--- src/include/spfp_pkg.sv ---
package spfp_pkg;
	// mode and register keys
	localparam logic [3:0] KEY_BLOW  = 4'h1;
	localparam logic [3:0] KEY_TRY   = 4'h2;
	localparam logic [3:0] KEY_SENS  = 4'h1;
	localparam logic [3:0] KEY_QDC   = 4'h2;
	localparam logic [3:0] KEY_FREQ  = 4'h3;
	localparam logic [3:0] KEY_LOCK  = 4'h6;
	// field widths and code limits
	localparam int CODE_W            = 10;
	localparam logic [9:0] MAX_SENS  = 10'h1ff;
	localparam logic [9:0] MAX_QDC   = 10'h0ff;
	localparam logic [9:0] MAX_FREQ  = 10'h01f;
	localparam logic [9:0] MAX_LOCK  = 10'h200;
	localparam logic [9:0] LOCK_CODE = 10'h200;
	localparam logic [9:0] CODE_RST  = 10'h000;
	// timing
	localparam int CLK_MHZ           = 25;
	localparam int FILT_NS           = 1000;
	localparam int FILT_CYC          = (FILT_NS * CLK_MHZ + 999) / 1000;
	localparam int BLOW_US           = 40;
	localparam int BLOW_CYC          = BLOW_US * CLK_MHZ;
	// supply levels
	typedef enum logic [1:0] {
		SPFP_LVL_LOW,
		SPFP_LVL_MID,
		SPFP_LVL_HIGH
	} spfp_lvl_t;
	// programming states
	typedef enum logic [2:0] {
		SPFP_ST_MODE,
		SPFP_ST_MODEKEY,
		SPFP_ST_REG,
		SPFP_ST_REGKEY,
		SPFP_ST_ADDR,
		SPFP_ST_DONE
	} spfp_st_t;
endpackage

--- src/include/spfp_pulse_if.sv ---
interface spfp_pulse_if;
	logic mid_pulse;
	logic high_pulse;
	logic high_long;
	logic high_now;
	modport src
	(
		output mid_pulse,
		output high_pulse,
		output high_long,
		output high_now
	);
	modport dst
	(
		input  mid_pulse,
		input  high_pulse,
		input  high_long,
		input  high_now
	);
endinterface

--- src/hdl/spfp_fuse_bank.sv ---
module spfp_fuse_bank
#(
	parameter int N = 4
)
(
	input  wire logic              clk_sys_i,
	input  wire logic              reset_n_i,
	input  wire logic              blow_i,
	input  wire logic [1:0]        reg_i,
	input  wire logic [9:0]        bit_i,
	input  wire logic [N*10-1:0]   fuse_init_i,
	output logic      [N*10-1:0]   fuse_o
);
	// ==========================================
	// fuse array model; fuses only ever go from 0 to 1
	typedef struct packed {
		logic [N*10-1:0] f;
		logic            init;
	} spfp_fb_t;

	spfp_fb_t s, next_s;

	// blown state is sampled once after reset, standing in for fuse sense
	always_comb
	begin
		next_s = s;
		if (!s.init)
		begin
			next_s.f = fuse_init_i;
			next_s.init = 1'b1;
		end
		else if (blow_i)
			next_s.f[reg_i*10 +: 10] = s.f[reg_i*10 +: 10] | bit_i;
	end

	always_ff @(posedge clk_sys_i or negedge reset_n_i)
	begin
		if (!reset_n_i)
			s <= '0;
		else
			s <= next_s;
	end

	assign fuse_o = s.f;
endmodule // spfp_fuse_bank

--- src/hdl/spfp_level_det.sv ---
module spfp_level_det
(
	input  wire logic       clk_sys_i,
	input  wire logic       reset_n_i,
	input  wire logic       above_mid_i,
	input  wire logic       above_high_i,
	spfp_pulse_if.src       ev
);
	// ==========================================
	// filtered level classifier
	typedef struct packed {
		spfp_pkg::spfp_lvl_t raw;
		spfp_pkg::spfp_lvl_t lvl;
		spfp_pkg::spfp_lvl_t peak;
		logic [7:0]          fcnt;
		logic [15:0]         hcnt;
		logic                mid_p;
		logic                high_p;
		logic                long_p;
	} spfp_det_t;

	spfp_det_t s, next_s;
	spfp_pkg::spfp_lvl_t cur;

	// comparators glitch out slowly on supply ramps, so a level must hold
	always_comb
	begin
		next_s = s;
		next_s.mid_p = 1'b0;
		next_s.high_p = 1'b0;
		next_s.long_p = 1'b0;
		if (above_high_i)
			cur = spfp_pkg::SPFP_LVL_HIGH;
		else if (above_mid_i)
			cur = spfp_pkg::SPFP_LVL_MID;
		else
			cur = spfp_pkg::SPFP_LVL_LOW;
		next_s.raw = cur;
		if (cur != s.raw)
			next_s.fcnt = 8'h00;
		else if (s.fcnt < 8'(spfp_pkg::FILT_CYC))
			next_s.fcnt = s.fcnt + 8'h01;
		else
			next_s.lvl = cur;
		// one event per excursion, judged at its return to low
		if (s.lvl == spfp_pkg::SPFP_LVL_HIGH)
		begin
			next_s.peak = spfp_pkg::SPFP_LVL_HIGH;
			if (s.hcnt != 16'hffff)
				next_s.hcnt = s.hcnt + 16'h0001;
			if (s.hcnt == 16'(spfp_pkg::BLOW_CYC))
				next_s.long_p = 1'b1;
		end
		else if (s.lvl == spfp_pkg::SPFP_LVL_MID)
		begin
			if (s.peak == spfp_pkg::SPFP_LVL_LOW)
				next_s.peak = spfp_pkg::SPFP_LVL_MID;
		end
		else
		begin
			next_s.hcnt = 16'h0000;
			next_s.peak = spfp_pkg::SPFP_LVL_LOW;
			next_s.mid_p = (s.peak == spfp_pkg::SPFP_LVL_MID);
			next_s.high_p = (s.peak == spfp_pkg::SPFP_LVL_HIGH);
		end
	end

	always_ff @(posedge clk_sys_i or negedge reset_n_i)
	begin
		if (!reset_n_i)
			s <= '0;
		else
			s <= next_s;
	end

	assign ev.mid_pulse = s.mid_p;
	assign ev.high_pulse = s.high_p;
	assign ev.high_long = s.long_p;
	assign ev.high_now = (s.lvl == spfp_pkg::SPFP_LVL_HIGH);
endmodule // spfp_level_det

--- src/hdl/spfp_programmer.sv ---
// Notes on behaviour
// - one blow pulse sets one bit
// - long high pulse blows addressed bit
// - blown bits survive supply cycling
// - more bits blowable until lock; union
// - lock fuse refuses all programming
// - try mode high pulses loop states
// - try mode is mode key two
// - mid pulse increments code, saturating
// - addressed code stays applied afterwards
// - try extra high returns to parameter select
// - try allows unlimited readdressing
// - try mode never blows fuses
// - trial values clear on supply cycle
// - blow mode is mode key one
// - blow mode one parameter per cycle
// - no decrement; only supply cycle lowers
// - unblown parameters still tryable
// - duty parameter has eight-bit code
// - code increments on mid pulse fall
// - key counts mids between two highs
// - lock code 512 enables lock blow
module spfp_programmer
(
	input  wire logic        clk_sys_i,
	input  wire logic        reset_n_i,
	input  wire logic        above_mid_i,
	input  wire logic        above_high_i,
	input  wire logic [39:0] fuse_init_i,
	output logic      [9:0]  sens_code_o,
	output logic      [9:0]  qdc_code_o,
	output logic      [9:0]  freq_code_o,
	output logic             locked_o,
	output logic             blowing_o
);
	// ==========================================
	// supply pulse detection
	spfp_pulse_if ev ();
	logic [39:0] fuse;

	spfp_level_det u_det
	(
		.clk_sys_i    (clk_sys_i),
		.reset_n_i    (reset_n_i),
		.above_mid_i  (above_mid_i),
		.above_high_i (above_high_i),
		.ev           (ev.src)
	);

	// ==========================================
	// state
	typedef struct packed {
		spfp_pkg::spfp_st_t st;
		logic               try_mode;
		logic [3:0]         key;
		logic [1:0]         sel;
		logic [9:0]         code;
		logic [3:0][9:0]    trial;
		logic               blow;
		logic [9:0]         blow_bit;
		logic               fired;
		logic               init;
		logic               sensed;
		logic [9:0]         sens_q;
		logic [9:0]         qdc_q;
		logic [9:0]         freq_q;
		logic               lock_q;
		logic               blowing_q;
	} spfp_st_all_t;

	spfp_st_all_t s, next_s;

	// map a register key to a slot, 2'h3 being the lock register
	function automatic logic [2:0] key_slot(input logic [3:0] k);
		unique case (k)
			spfp_pkg::KEY_SENS: key_slot = 3'h4;
			spfp_pkg::KEY_QDC:  key_slot = 3'h5;
			spfp_pkg::KEY_FREQ: key_slot = 3'h6;
			spfp_pkg::KEY_LOCK: key_slot = 3'h7;
			default:            key_slot = 3'h0;
		endcase
	endfunction

	function automatic logic [9:0] slot_max(input logic [1:0] sl);
		unique case (sl)
			2'h0: slot_max = spfp_pkg::MAX_SENS;
			2'h1: slot_max = spfp_pkg::MAX_QDC;
			2'h2: slot_max = spfp_pkg::MAX_FREQ;
			2'h3: slot_max = spfp_pkg::MAX_LOCK;
		endcase
	endfunction

	// a code is blowable only if it differs from the fuse value in exactly one bit
	function automatic logic one_hot(input logic [9:0] v);
		one_hot = (v != 10'h000) && ((v & (v - 10'h001)) == 10'h000);
	endfunction

	logic       locked;
	logic [2:0] ks;

	assign locked = fuse[39]; // lock fuse is bit 9 of the lock slot

	// ==========================================
	// programming state machine
	always_comb
	begin
		next_s = s;
		next_s.blow = 1'b0;
		ks = key_slot(s.key);
		// the bank senses its fuses on the first edge, so the trial codes
		// copy them one edge later; earlier they would start from zero
		if (!s.init)
		begin
			next_s.sensed = 1'b1;
			next_s.init = s.sensed;
			next_s.trial = fuse;
			next_s.st = spfp_pkg::SPFP_ST_MODE;
		end
		else if (!locked)
		begin
			unique case (s.st)
				spfp_pkg::SPFP_ST_MODE:
					if (ev.high_pulse)
					begin
						next_s.st = spfp_pkg::SPFP_ST_MODEKEY;
						next_s.key = 4'h0;
					end
				spfp_pkg::SPFP_ST_MODEKEY:
					if (ev.mid_pulse && s.key != 4'hf)
						next_s.key = s.key + 4'h1;
					else if (ev.high_pulse)
					begin
						if (s.key == spfp_pkg::KEY_TRY || s.key == spfp_pkg::KEY_BLOW)
						begin
							next_s.try_mode = (s.key == spfp_pkg::KEY_TRY);
							next_s.st = spfp_pkg::SPFP_ST_REGKEY;
						end
						else
							next_s.st = spfp_pkg::SPFP_ST_MODEKEY;
						next_s.key = 4'h0;
					end
				spfp_pkg::SPFP_ST_REG:
					if (ev.high_pulse)
					begin
						next_s.st = spfp_pkg::SPFP_ST_REGKEY;
						next_s.key = 4'h0;
					end
				spfp_pkg::SPFP_ST_REGKEY:
					if (ev.mid_pulse && s.key != 4'hf)
						next_s.key = s.key + 4'h1;
					else if (ev.high_pulse)
					begin
						if (ks[2])
						begin
							next_s.sel = ks[1:0];
							next_s.code = s.trial[ks[1:0]];
							next_s.st = spfp_pkg::SPFP_ST_ADDR;
						end
						else
							next_s.key = 4'h0;
					end
				spfp_pkg::SPFP_ST_ADDR:
					if (ev.mid_pulse)
					begin
						// saturate, never decrement
						if (s.code != slot_max(s.sel))
							next_s.code = s.code + 10'h001;
						next_s.trial[s.sel] = (s.code != slot_max(s.sel)) ?
							s.code + 10'h001 : s.code;
					end
					else if (ev.high_long && !s.try_mode && !s.fired)
					begin
						// only a lone bit above the fuse value is blown
						if (one_hot(s.code ^ fuse[s.sel*10 +: 10]) &&
							(s.sel != 2'h3 || s.code == spfp_pkg::LOCK_CODE))
						begin
							next_s.blow = 1'b1;
							next_s.blow_bit = s.code ^ fuse[s.sel*10 +: 10];
							next_s.fired = 1'b1;
						end
					end
					else if (ev.high_pulse)
					begin
						if (s.try_mode)
						begin
							next_s.st = spfp_pkg::SPFP_ST_REGKEY;
							next_s.key = 4'h0;
						end
						else
							next_s.st = spfp_pkg::SPFP_ST_DONE;
					end
				spfp_pkg::SPFP_ST_DONE:
					next_s.st = spfp_pkg::SPFP_ST_DONE;
			endcase
		end
		// code outputs show trial codes merged with blown fuses; the lock output shows the lock fuse only
		next_s.sens_q = s.trial[0] | fuse[9:0];
		next_s.qdc_q = s.trial[1] | fuse[19:10];
		next_s.freq_q = s.trial[2] | fuse[29:20];
		next_s.lock_q = locked;
		next_s.blowing_q = s.blow;
	end

	// a supply cycle is a reset, which is what drops trial values
	always_ff @(posedge clk_sys_i or negedge reset_n_i)
	begin
		if (!reset_n_i)
			s <= '0;
		else
			s <= next_s;
	end

	spfp_fuse_bank #(.N(4)) u_fuse
	(
		.clk_sys_i   (clk_sys_i),
		.reset_n_i   (reset_n_i),
		.blow_i      (s.blow),
		.reg_i       (s.sel),
		.bit_i       (s.blow_bit),
		.fuse_init_i (fuse_init_i),
		.fuse_o      (fuse)
	);

	assign sens_code_o = s.sens_q;
	assign qdc_code_o = s.qdc_q;
	assign freq_code_o = s.freq_q;
	assign locked_o = s.lock_q;
	assign blowing_o = s.blowing_q;
endmodule // spfp_programmer

--- config.mk ---
export PLATFORM = sky130hd
export DESIGN_NAME = spfp_programmer
export DESIGN_NICKNAME = d
export VERILOG_FILES = /design/src/include/spfp_pkg.sv /design/src/include/spfp_pulse_if.sv /design/src/hdl/spfp_fuse_bank.sv /design/src/hdl/spfp_level_det.sv /design/src/hdl/spfp_programmer.sv
export SDC_FILE = /design/constraint.sdc
export NUM_CORES = 1
export LEC_CHECK = 0
export BUFFER_PORTS_ARGS = -buffer_cell sky130_fd_sc_hd__clkbuf_2
export CORE_MARGIN = 2
export CORE_UTILIZATION = 52
export CTS_CLUSTER_SIZE = 20
export DETAILED_ROUTE_END_ITERATION = 8
export GPL_ROUTABILITY_DRIVEN = 0
export PLACE_DENSITY = 0.76
export REMOVE_ABC_BUFFERS = 1
export SLEW_MARGIN = 10
export SYNTH_ARGS = -nofsm -noshare
export SYNTH_HDL_FRONTEND = slang
export SYNTH_SLANG_ARGS = --single-unit
--- constraint.sdc ---
create_clock -name clk_sys_i -period 6.7 [get_ports clk_sys_i]
set_input_delay 1.34 -clock clk_sys_i [delete_from_list [all_inputs] [get_ports clk_sys_i]]
set_output_delay 1.34 -clock clk_sys_i [all_outputs]
set_load 0.01 [all_outputs]
# Word-level counts from Yosys, hierarchy flattened
# Cells that the tools add are included.
[word_totals] ff_bits=180 latchBits=0 ram_bits=0 romBits=0 input_bits=44 out_inout_bits=32 word_cells=201 memories=0
[classes] add_sub_neg=6 mul=1 n_div=0 magnitude_cmp=4 n_eq_ne=52 shifts=3 mux=67 bitwise_logic=11 reduce_logical=28
[op_table] operator="$mux W40" count=3
[op_table] operator="$bwmux W40" count=2
[op_table] operator="$mux W12" count=6
[op_table] operator="$mux W72" count=1
[op_table] operator="$mux W10" count=7
[op_table] operator="$mux W52" count=1
[op_table] operator="$mux W50" count=1
[op_table] operator="$mux W16" count=3
[op_table] operator="$or A10 B10 Y10" count=4
[op_table] operator="$pmux W10 S4" count=1
[op_table] operator="$shift A10 B34 Y40 const A" count=1
[op_table] operator="$shiftx A10 B34 Y40" count=1
[op_table] operator="$shiftx A40 B7 Y10" count=1
[op_table] operator="$mux W4" count=9
[op_table] operator="$neg A6 Y34" count=1
[op_table] operator="$mux W3" count=10
[op_table] operator="$mux W8" count=3
[op_table] operator="$reduce_and A11 Y1" count=2
[op_table] operator="$ne A3 B2 Y1 const B" count=7
[op_table] operator="$ne A3 B3 Y1 const B" count=7
[op_table] operator="$bmux W10 S2" count=1
[op_table] operator="$demux W10 S2" count=1
[op_table] operator="$pmux W10 S2" count=1
[op_table] operator="$mux W18" count=1
[op_table] operator="other kinds (47)" count=97

# Longest topological paths before layout
# Gate-level depths: netlist (run 1).
[logic_depth] ltp_word=14 mapped_depth=13 mapped_depth_nobuf=9

# Cells and area by module
# A second synthesis (run 1) with hierarchy kept.
[hier_totals] hier_cells=1105 hier_area_um2=10961.8
[modules_own_cells] mod="spfp_programmer" instances=1 cells_per_inst=544 area_each_um2=5834.3 seq_area_each_um2=2652.5
[modules_own_cells] mod="spfp_fuse_bank" instances=1 cells_per_inst=391 area_each_um2=3494.6 seq_area_each_um2=1026.0
[modules_own_cells] mod="spfp_level_det" instances=1 cells_per_inst=170 area_each_um2=1632.8 seq_area_each_um2=825.8

# Worst setup path after synthesis (run 1)
# No wires, ideal clock.
[synth_path] path_type="reg-to-reg" from="reg s[97] (netlist name)" to="reg s[67] (netlist name)" setup_ns=0.145 t_arrival_ns=3.313 required_ns=6.555 setup_slack_ns=3.242 stages_incl_launch_ff=13 n_path_buf=3 period_less_slack_ns=3.458 cell_sequence="dfrtp_1 > buf_1 > clkbuf_1 > inv_1 > ha_1 > or3b_2 > a21oi_1 > o22a_1 > clkbuf_1 > mux2_2 > nand2_1 > a2bb2oi_1 > o21ai_0"
[synth_via] elab_chain_cells=13 word_cells_on_any_way=21 classes_between="order compare (2); eq/ne (4); mux (13); reduce/logical (2)"
[synth_rtl] item="from (decl)" line_no="spfp_programmer.sv:71" rtl="spfp_st_all_t s, next_s;"
[synth_rtl] item="from (signal assigned)" line_no="spfp_programmer.sv:210" rtl="s <= next_s;"
[synth_rtl] item="$eq A2 B2 Y1, or another cell as far along" line_no="spfp_programmer.sv:85" rtl="unique case (sl)"
[synth_rtl] item="$pmux W10 S4" line_no="spfp_programmer.sv:85"
[synth_rtl] item="$mux W10" line_no="spfp_programmer.sv:163" rtl="if (ev.mid_pulse)"
[synth_rtl] item="$mux W10" line_no="spfp_programmer.sv:121" rtl="unique case (s.st)"
[synth_rtl] item="$mux W10" line_no="spfp_programmer.sv:119" rtl="else if (!locked)"
[synth_rtl] item="$mux W10" line_no="spfp_programmer.sv:112" rtl="if (!s.init)"
[synth_rtl] item="$ne A10 B10 Y1" line_no="spfp_programmer.sv:168" rtl="next_s.trial[s.sel] = (s.code != slot_max(s.sel)) ?"
[synth_rtl] item="$mux W10"
[synth_rtl] item="$bwmux W40 (*)" line_no="spfp_programmer.sv:168"
[synth_rtl] item="$mux W50 (*)" line_no="spfp_programmer.sv:163"
[synth_rtl] item="$mux W52 (*)" line_no="spfp_programmer.sv:121"
[synth_rtl] item="$mux W72 (*)" line_no="spfp_programmer.sv:119"
[synth_rtl] item="$mux W40 (*)" line_no="spfp_programmer.sv:112"
# Every way passes the cells marked *; elsewhere a longest branch is shown, timed or not. The select of a mux whose other input is x is not followed.
# A chain may end at the register's enable or synchronous reset.

# Worst setup path after layout (run 1)
[layout_path] from="reg s[96] (netlist name)" to="reg s[69] (netlist name)"
# Same word-level chain as after synthesis.

==> results of run 1 <==
worst max-delay path: stages (launching register included):
cell and delay, ps:
dfrtp_1 480, buf_4 360, inv_1 240, ha_1 560
or3b_2 570, a21oi_1 190, o22a_1 420, nor3_1 90
o21ai_0 470, a2bb2oi_1 220, o21ai_0 110
placed cells by master (no fill, tap or decap), drive strengths merged, types with 5 or more instances in the layout:
cell,Yosys,layout
or2,50,50
inv,32,36
ha,17,17
nand3,19,19
mux2i,22,22
mux2,24,24
a31oi,7,7
a21o,11,11
and3,9,9
nand2b,11,11
xnor2,15,15
nor4,10,10
nor2,77,77
a32oi,5,5
xor2,16,16
nand4,9,9
buf,43,6
a221o,31,31
mux4,18,18
a2bb2oi,27,27
nor3,11,11
nand2,82,82
a21oi,40,40
o31ai,5,5
clkbuf,41,94
o21ai,62,62
and2,21,21
and4,5,5
o22a,5,5
dfrtp,180,180
a211oi,5,5
nor2b,16,16
a22oi,12,12
o22ai,11,11
sequential cells by signal (all words and copies together) (netlist names):
signal,cells
qdc_code_o,10
next_s,1
blowing_o,1
s,73
freq_code_o,10
u_det.ev.high_pulse,1
u_fuse.s,1
u_fuse.fuse_o,40
locked_o,1
sens_code_o,10
u_det.ev.high_long,1
u_det.s,30
u_det.ev.mid_pulse,1
Yosys cell counts, types with 5 or more instances:
library cell / count
a211oi_1: 5
a21o_1: 11
a21oi_1: 40
a221o_1: 31
a22oi_1: 12
a2bb2oi_1: 27
a31oi_1: 7
a32oi_1: 5
and2_1: 21
and3_1: 9
and4_1: 5
buf_1: 11
buf_4: 30
clkbuf_1: 41
dfrtp_1: 180
ha_1: 17
inv_1: 30
mux2_1: 7
mux2_2: 17
mux2i_1: 22
mux4_2: 18
nand2_1: 82
nand2b_1: 11
nand3_1: 19
nand4_1: 9
nor2_1: 77
nor2b_1: 16
nor3_1: 11
nor4_1: 10
o21ai_0: 58
o22a_1: 5
o22ai_1: 11
o31ai_1: 5
or2_2: 47
xnor2_1: 15
xor2_1: 16
per-layer routing:
| layer | vias up | wire (um) | GRT usage, % |
|---|---|---|---|
| met2 | 392 | 11440 | 39.75 |
| met5 | - | 0 | 0 |
| li1 | 3636 | - | - |
| met4 | 0 | 563 | 7.087 |
| met1 | 3887 | 11600 | 39.29 |
| met3 | 52 | 2424 | 6.439 |
cell families after synthesis:
family,synth area share [%]
buffers and inverters,5.632
muxes,8.961
adders and majority gates,2.128
and+or+nand+nor,17.45
xor gates and xnor gates,2.716
DFF,45.06
other,0.03751
AOI/OAI and AO/OA,18.02
power groups by stage:
stage	combinational, uW	clock, uW	sequential, uW
4_1_cts	231	1100	1210
3_3_place_gp	225	0	1230
6_report	230	1090	1210
5_1_grt	257	1150	1220
2_1_floorplan	139	0	1210
3_5_place_dp	229	0	1230
per-stage QoR:
step / std cells / area [um2] / hold slack [ps] / util, %
after global routing: 1265 / 10920 / 460.0 / 58.19
after CTS: 1265 / 10920 / 436.4 / 58.19
after global placement: 1234 / 10290 / 418.6 / 54.81
after floorplan: 919 / 9554 / 409.5 / -
final: 1265 / 10920 / 433.4 / 58.19
after detailed placement: 1234 / 10290 / 427.3 / 54.81
cell type report:
class,count,area (um2)
Multi-Input combinational cell,707,4941
Inverter,32,120.1
Sequential cell,180,4504
Clock inverter,12,191.4
Tap cell,234,292.8
Clock buffer,19,442.9
Timing Repair Buffer,81,429.2
Fill cell,1572,7846
path summary, 6_finish.rpt:
| path | from | end | slack (ps) | cells past startpoint |
|---|---|---|---|---|
| min in group asynchronous | reset_n_i | u_fuse.fuse_o[1] | 1010 | 1 |
| worst max register to register | s[96] | s[69] | 2810 | 10 |
| worst min register to register | u_det.s[27] | u_det.ev.high_pulse | 430 | 1 |
| worst min-delay path | u_det.s[27] | u_det.ev.high_pulse | 430 | 1 |
| worst max-delay path | s[96] | s[69] | 2810 | 10 |
| max in group asynchronous | reset_n_i | u_fuse.fuse_o[30] | 4340 | 2 |
==> impl_metrics.ini, run 1 <==
[route]
wire_per_inst_um = 20.58
drc_errors = 0
wirelength_um = 26030
ant_nets = 0
via_count = 7967
avgViaCountPerCell = 6.298
drt-initial-drc-count = 911
firstDrtPassIters = 5

[die]
ioPinCount = 76
start_util_pct = 53.27
die-width_um = 142.7
rows = 50
die-area_mm2 = 0.02035
core_area_mm2 = 0.01877
die_h_um = 142.7

[grt]
grt_overflow = 0
grt_first_pass_wirelength_um = 41770
grt_usage_pct = 26.68
grt_pass1_vias = 7589
antenna_found_initial = 0
grt_max_degree = 117

[sta]
finalWorstSetupSlack_ps = 2806
hold_viol = 0
grt_setup_unrepaired = false
setup_tns_ps = 0
max_freq_mhz = 256.8
setup_viol = 0
min_period_over_period_pct = 58.12
finalMaxSlewViolations = 0
skew_ps = 10.74
tightest_slew_ps = 1090
relSlewSlack_pct = 27.31
min_period_ps = 3894

[synthesis]
synthFlopType = dfrtp_1
yosys.cell_types.count = 65
synth_edf_count = 0
synth_top_area_share_pct = 45.06
syn_avg_cell_area_um2 = 9.967
yosysSeqAreaShare_pct = 45.06
yosysWarnings = 0
yosys.area.top_type = dfrtp_1
syn_area_mm2 = 0.009997
syn_inst = 1003
postSynth.asyncResetShare_pct = 100.0
synthTopCellsByArea = dfrtp_1, mux4_2, a221o_1
postSynthRegisterBits = 180

[place]
dp_hpwl_um = 17930
place_ws_ps = 2909
portBuffers = 75

[pwr]
ir_drop_mv = 0.1927
power.switching_uw = 649.6
internal_power_uw = 1886
swShare_pct = 25.62
p_comb_share_pct = 9.1
seqPwrFrac_pct = 47.9
power.leakage_uw = 0.004633
p_per_area_mw_per_mm2 = 232.1
clockPowerShare_pct = 43.0
power_uw = 2535

[layout]
num_antenna_cells = 0
drive_gt1_share_pct = 19.69
nets = 1080
synthToLayoutAreaGrowth_pct = 9.249

[worst_setup_path]
path_max_fanout = 27
worstPathRequired_ps = 6970
startpoint_type = register
critPathArrivalTime_ps = 4160
path_class = reg -> reg
endpoint_kind = register

[clock_network]
cts_tree = yes
cts_sinks = 180
cts_root_buf = clkbuf_16
hold_buffers = 0
post_cts_buffers = 0
cts_resized = 0
clock_latency_ps = 440
path_clk_slew_ps = 70
clock_path_buffers = 2
h-tree-depth = 4
cts_made_buffers = 17

[outcome]
status = complete, no violations

[hold_path]
hold_class = reg -> reg

[job]
drv_cap = 0
Power figures use the tool's default switching activity.
==> run 2: changes to the inputs <==
--- a/config.mk
+++ b/config.mk
@@ -5,13 +5,14 @@
 export SDC_FILE = /design/constraint.sdc
 export NUM_CORES = 1
 export LEC_CHECK = 0
+export ABC_AREA = 1
 export BUFFER_PORTS_ARGS = -buffer_cell sky130_fd_sc_hd__clkbuf_2
 export CORE_MARGIN = 2
 export CORE_UTILIZATION = 52
 export CTS_CLUSTER_SIZE = 20
 export DETAILED_ROUTE_END_ITERATION = 8
 export GPL_ROUTABILITY_DRIVEN = 0
-export PLACE_DENSITY = 0.76
+export PLACE_DENSITY = 0.75
 export REMOVE_ABC_BUFFERS = 1
 export SLEW_MARGIN = 10
 export SYNTH_ARGS = -nofsm -noshare
==> constraint.sdc (replaced) <==
create_clock -name clk_sys_i -period 3.8 [get_ports clk_sys_i]
set_input_delay 0.76 -clock clk_sys_i [delete_from_list [all_inputs] [get_ports clk_sys_i]]
set_output_delay 0.76 -clock clk_sys_i [all_outputs]
set_load 0.01 [all_outputs]
==> impl_metrics.ini, run 2 <==
[die]
die-area_mm2 = 0.02125
start_util_pct = 53.36
ioPinCount = 76
die_h_um = 145.8
core_area_mm2 = 0.01959
rows = 51
die-width_um = 145.8

[route]
wire_per_inst_um = 17.80
avgViaCountPerCell = 5.785
via_count = 10040
firstDrtPassIters = 7
ant_nets = 0
drt-initial-drc-count = 1614
drc_errors = 0
wirelength_um = 30900

[clock_network]
cts_made_buffers = 17
cts_tree = yes
clock_latency_ps = 450
post_cts_buffers = 0
path_clk_slew_ps = 80
clock_path_buffers = 2
hold_buffers = 0
cts_sinks = 180
cts_resized = 0
h-tree-depth = 4
cts_root_buf = clkbuf_16

[worst_setup_path]
reg2reg_setup_slack_ps = 480
critPathArrivalTime_ps = 3680
endpoint_kind = register
slowest_delay_ps = 720
reg2reg_from = s[96]
slowest_stage = dfrtp_1
r2r_end = s[67]
rr_worst_depth = 11
crit_chain = inv_2 > ha_1 > buf_4 > xor2_1 > nor3_1 > nand3_1 > inv_1 > o21ai_0 > nor2_1 > nand2_1 > a22oi_1
cp_num_buf_inv = 3
path_class = reg -> reg
crit_family = simple AND/OR/NAND/NOR gates
worstPathRequired_ps = 4150
path_max_fanout = 27
startpoint_type = register

[job]
drv_cap = 0

[layout]
seqCellArea_mm2 = 0.004504
multi_input_area_mm2 = 0.004927
synthToLayoutAreaGrowth_pct = 9.228
nets = 1519
final_common_cell = nand2_1
drive_gt1_share_pct = 11.22
layout_common_cells = nand2_1, dfrtp_1, inv_1, nor2_1, nand3_1
fill_cells = 1790
top_register = s
num_antenna_cells = 0
instances_no_fill = 1736
largest_reg_flops = 73

[grt]
grt_max_degree = 97
use_met2_pct = 44.15
grt_first_pass_wirelength_um = 49400
grt_usage_pct = 29.47
grt_pass1_vias = 9209
antenna_found_initial = 0
grt-busiest-layer = met2
use_met3_pct = 6.646
grtUsageMet1_pct = 41.73
grt_overflow = 0

[sta]
skew_ps = 13.87
relSlewSlack_pct = 43.58
grt_setup_unrepaired = false
tightest_slew_ps = 843.2
hold_viol = 0
finalMaxSlewViolations = 0
setup_tns_ps = 0
setup_viol = 0
min_period_ps = 3324
min_period_over_period_pct = 87.49
max_freq_mhz = 300.8

[synthesis]
synthTopCellsByArea = dfrtp_1, nand2_1, nand3_1
postSynthRegisterBits = 180
yosysWarnings = 0
syn_inst = 1425
yosys.area.top_type = dfrtp_1
synth_most_common_cell = nand2_1
synth_top_area_share_pct = 43.09
yosys.cell_types.count = 46
syn_avg_cell_area_um2 = 7.336
postSynth.asyncResetShare_pct = 100.0
synthFlopType = dfrtp_1
synth_common_cells = nand2_1, dfrtp_1, inv_1, nor2_1, nand3_1
syn_area_mm2 = 0.01045
yosysSeqAreaShare_pct = 43.09
synth_edf_count = 0

[place]
dp_cells = 1704
dp_hpwl_um = 23260
portBuffers = 75

[pwr]
ir_drop_mv = 0.3179
power.leakage_uw = 0.005424
p_per_area_mw_per_mm2 = 386.5

[hold_path]
hold_class = in -> async

[outcome]
status = complete, no violations
-- run 2: changes by cell type in the layout (fill, tap and decap cells not counted), sizes merged, moves of 27 or more --
cell and change:
a21oi +54, a221o -31, a2bb2oi -27, inv +126
nand2 +316, nand3 +95, nor2 +45, o21ai +43
or2 -30
-- run 2: where the power goes --
| part | switching [uW] | internal, uW | total, uW |
|---|---|---|---|
| clock network | 864 | 882 | 1750 |
| registers | 116 | 2030 | 2140 |
| logic | 352 | 171 | 523 |
| total | 1330 | 3080 | 4410 |
-- run 2: layer usage --
layer,share of wire [%],wire length [um]
met5,0,0
met4,4.5,1380
met3,11,3339
met2,43,13400
met1,41,12790
-- run 2: cell type report --
cell class / count / share of cell area (%)
multi-input combinational: 1012 / 43.15
sequential: 180 / 39.45
inverter: 159 / 5.227
timing repair buffer: 88 / 4.219
clock buffer: 18 / 3.758
tap: 265 / 2.904
clock inverter: 14 / 1.293
-- run 2: worst max-delay path by stage --
stage | from | endpoint | cells after the start
final | s[96] | s[67] | 11
after global routing | s[96] | s[47] | 11
after CTS | s[96] | s[47] | 11
after detailed placement | s[96] | s[47] | 11
after global placement | s[96] | s[67] | 11
after floorplan | s[96] | s[47] | 10
-- run 2: stage by stage --
| step | util [%] | setup WS [ps] | hold WS (ps) | power, uW | cell area [um2] |
|---|---|---|---|---|---|
| 4_1_cts | 58.29 | 579.6 | 421.0 | 4432 | 11420 |
| 2_1_floorplan | - | 746.5 | 414.3 | 2459 | 10030 |
| 3_3_place_gp | 55.34 | 767.1 | 424.9 | 2681 | 10840 |
| 5_1_grt | 58.29 | 101.5 | 447.5 | 4599 | 11420 |
| 3_5_place_dp | 55.34 | 644.9 | 432.1 | 2694 | 10840 |
| 6_report | 58.29 | 475.5 | 395.4 | 4413 | 11420 |
-- run 2: worst reg2reg max path: stages (launching register included) --
cell and delay [ps]:
dfrtp_1 720, inv_2 350, ha_1 300, buf_4 190, xor2_1 180, nor3_1 150, nand3_1 390, inv_1 250
o21ai_0 110, nor2_1 310, nand2_1 90, a22oi_1 180
-- run 2: cell families after synthesis --
family	after synthesis	share of synthesized area [%]
and+or+nand+nor	707	28.86
AOI/OAI and AO/OA	266	14.36
buffers and inverters	233	9.779
DFF	180	43.09
xor gates and xnor gates	20	1.748
adders and majority gates	17	2.035
other	1	0.03587
muxes	1	0.09575
==> run 3: changes to the inputs <==
--- a/config.mk
+++ b/config.mk
@@ -13,7 +13,6 @@
 export DETAILED_ROUTE_END_ITERATION = 8
 export GPL_ROUTABILITY_DRIVEN = 0
 export PLACE_DENSITY = 0.75
-export REMOVE_ABC_BUFFERS = 1
 export SLEW_MARGIN = 10
 export SYNTH_ARGS = -nofsm -noshare
 export SYNTH_HDL_FRONTEND = slang
==> impl_metrics.ini, run 3 (synthesis gave the netlist of run 2 again) <==
[sta]
min_period_over_period_pct = 82.24
skew_ps = 15.76
grt_setup_unrepaired = false
holdWs_ps = 370.2
setup_tns_ps = 0
tightest_slew_ps = 945.1
hold_viol = 0
finalMaxSlewViolations = 0
min_period_ps = 3125
setup_viol = 0
max_freq_mhz = 320.0
relSlewSlack_pct = 36.32

[layout]
utilization_pct = 58.65
top_register = s
synthToLayoutAreaGrowth_pct = 9.911
nets = 1522
drive_gt1_share_pct = 11.47
num_antenna_cells = 0
final_common_cell = nand2_1
largest_reg_flops = 73
layout_common_cells = nand2_1, dfrtp_1, inv_1, nor2_1, nand3_1
instances_no_fill = 1739
fill_cells = 1845

[pwr]
power_uw = 4606
power.leakage_uw = 0.005463
ir_drop_mv = 0.2764
p_per_area_mw_per_mm2 = 400.9

[worst_setup_path]
endpoint_kind = register
r2r_end = s[56]
reg2reg_from = s[97]
critPathArrivalTime_ps = 3470
startpoint_type = register
worstPathRequired_ps = 4150
path_max_fanout = 15
endpoint = s[56]
rr_worst_depth = 14
reg2reg_setup_slack_ps = 680
startpoint = s[97]
path_class = reg -> reg

[route]
firstDrtPassIters = 6
via_count = 10100
wire_per_inst_um = 18.50
wirelength_um = 32170
avgViaCountPerCell = 5.809
ant_nets = 0
drc_errors = 0
drt-initial-drc-count = 1300

[clock_network]
cts_root_buf = clkbuf_16
path_clk_slew_ps = 70
post_cts_buffers = 0
clock_path_buffers = 2
cts_made_buffers = 17
cts_sinks = 180
h-tree-depth = 4
cts_resized = 0
clock_latency_ps = 440
hold_buffers = 0
cts_tree = yes

[die]
die_h_um = 145.8
start_util_pct = 53.36
die-area_mm2 = 0.02125
rows = 51
core_area_mm2 = 0.01959
die-width_um = 145.8
ioPinCount = 76

[grt]
grt_usage_pct = 30.60
grt_first_pass_wirelength_um = 50780
grt_pass1_vias = 9325
grt_max_degree = 83
grt_overflow = 0
antenna_found_initial = 0

[job]
drv_cap = 0

[place]
portBuffers = 75
dp_cells = 1707
dp_hpwl_um = 24050

[synthesis]
syn-num-nets = 1486

[hold_path]
hold_class = in -> async

[outcome]
status = complete, no violations
-- run 3: how the worst min path moves through the flow --
stage,endpoint
6_report,u_det.s[19]
4_1_cts,locked_o
3_5_place_dp,s[33]
5_1_grt,u_det.s[29]
2_1_floorplan,s[32]
3_3_place_gp,s[32]
-- run 3: area by class of cell --
class,count,area (um2),share of cell area (%)
clock buffers,18,439.2,3.822
clock inverters,14,188.9,1.644
inverters,159,596.8,5.194
multi-input cells,1012,4927,42.88
flip-flops and latches,180,4504,39.20
well taps,265,331.6,2.886
repair buffers,91,501.7,4.367
-- run 3: metal layers --
metal	track usage (%)	vias to the layer above	wire, um
li1	-	4715	-
met1	42.64	4675	13240
met2	46.30	625	14210
met3	7.304	87	3544
met4	12.01	0	1174
met5	0	-	0
-- run 3: report_power, final --
| part | internal, uW | total, uW | switching (uW) |
|---|---|---|---|
| Combinational | 173 | 541 | 368 |
| Clock | 1080 | 1920 | 841 |
| Sequential | 2030 | 2150 | 120 |
-- run 3: metrics by stage --
step / setup WS (ps) / instance area, um2
2_1_floorplan: 1644 / 10450
3_3_place_gp: 904.5 / 10860
3_5_place_dp: 805.6 / 10860
4_1_cts: 771.8 / 11490
5_1_grt: 347.6 / 11490
6_report: 675.1 / 11490
-- run 3: critical path, cell delays in order (launching register included) --
cell	delay [ps]
dfrtp_1	620
inv_1	330
ha_1	270
buf_4	190
nor2_1	160
nand2_1	60
o21ai_0	70
inv_1	60
nand3_1	360
inv_1	170
nand2_1	90
nand2_1	50
nor2_1	320
nand2_1	100
a22oi_1	180
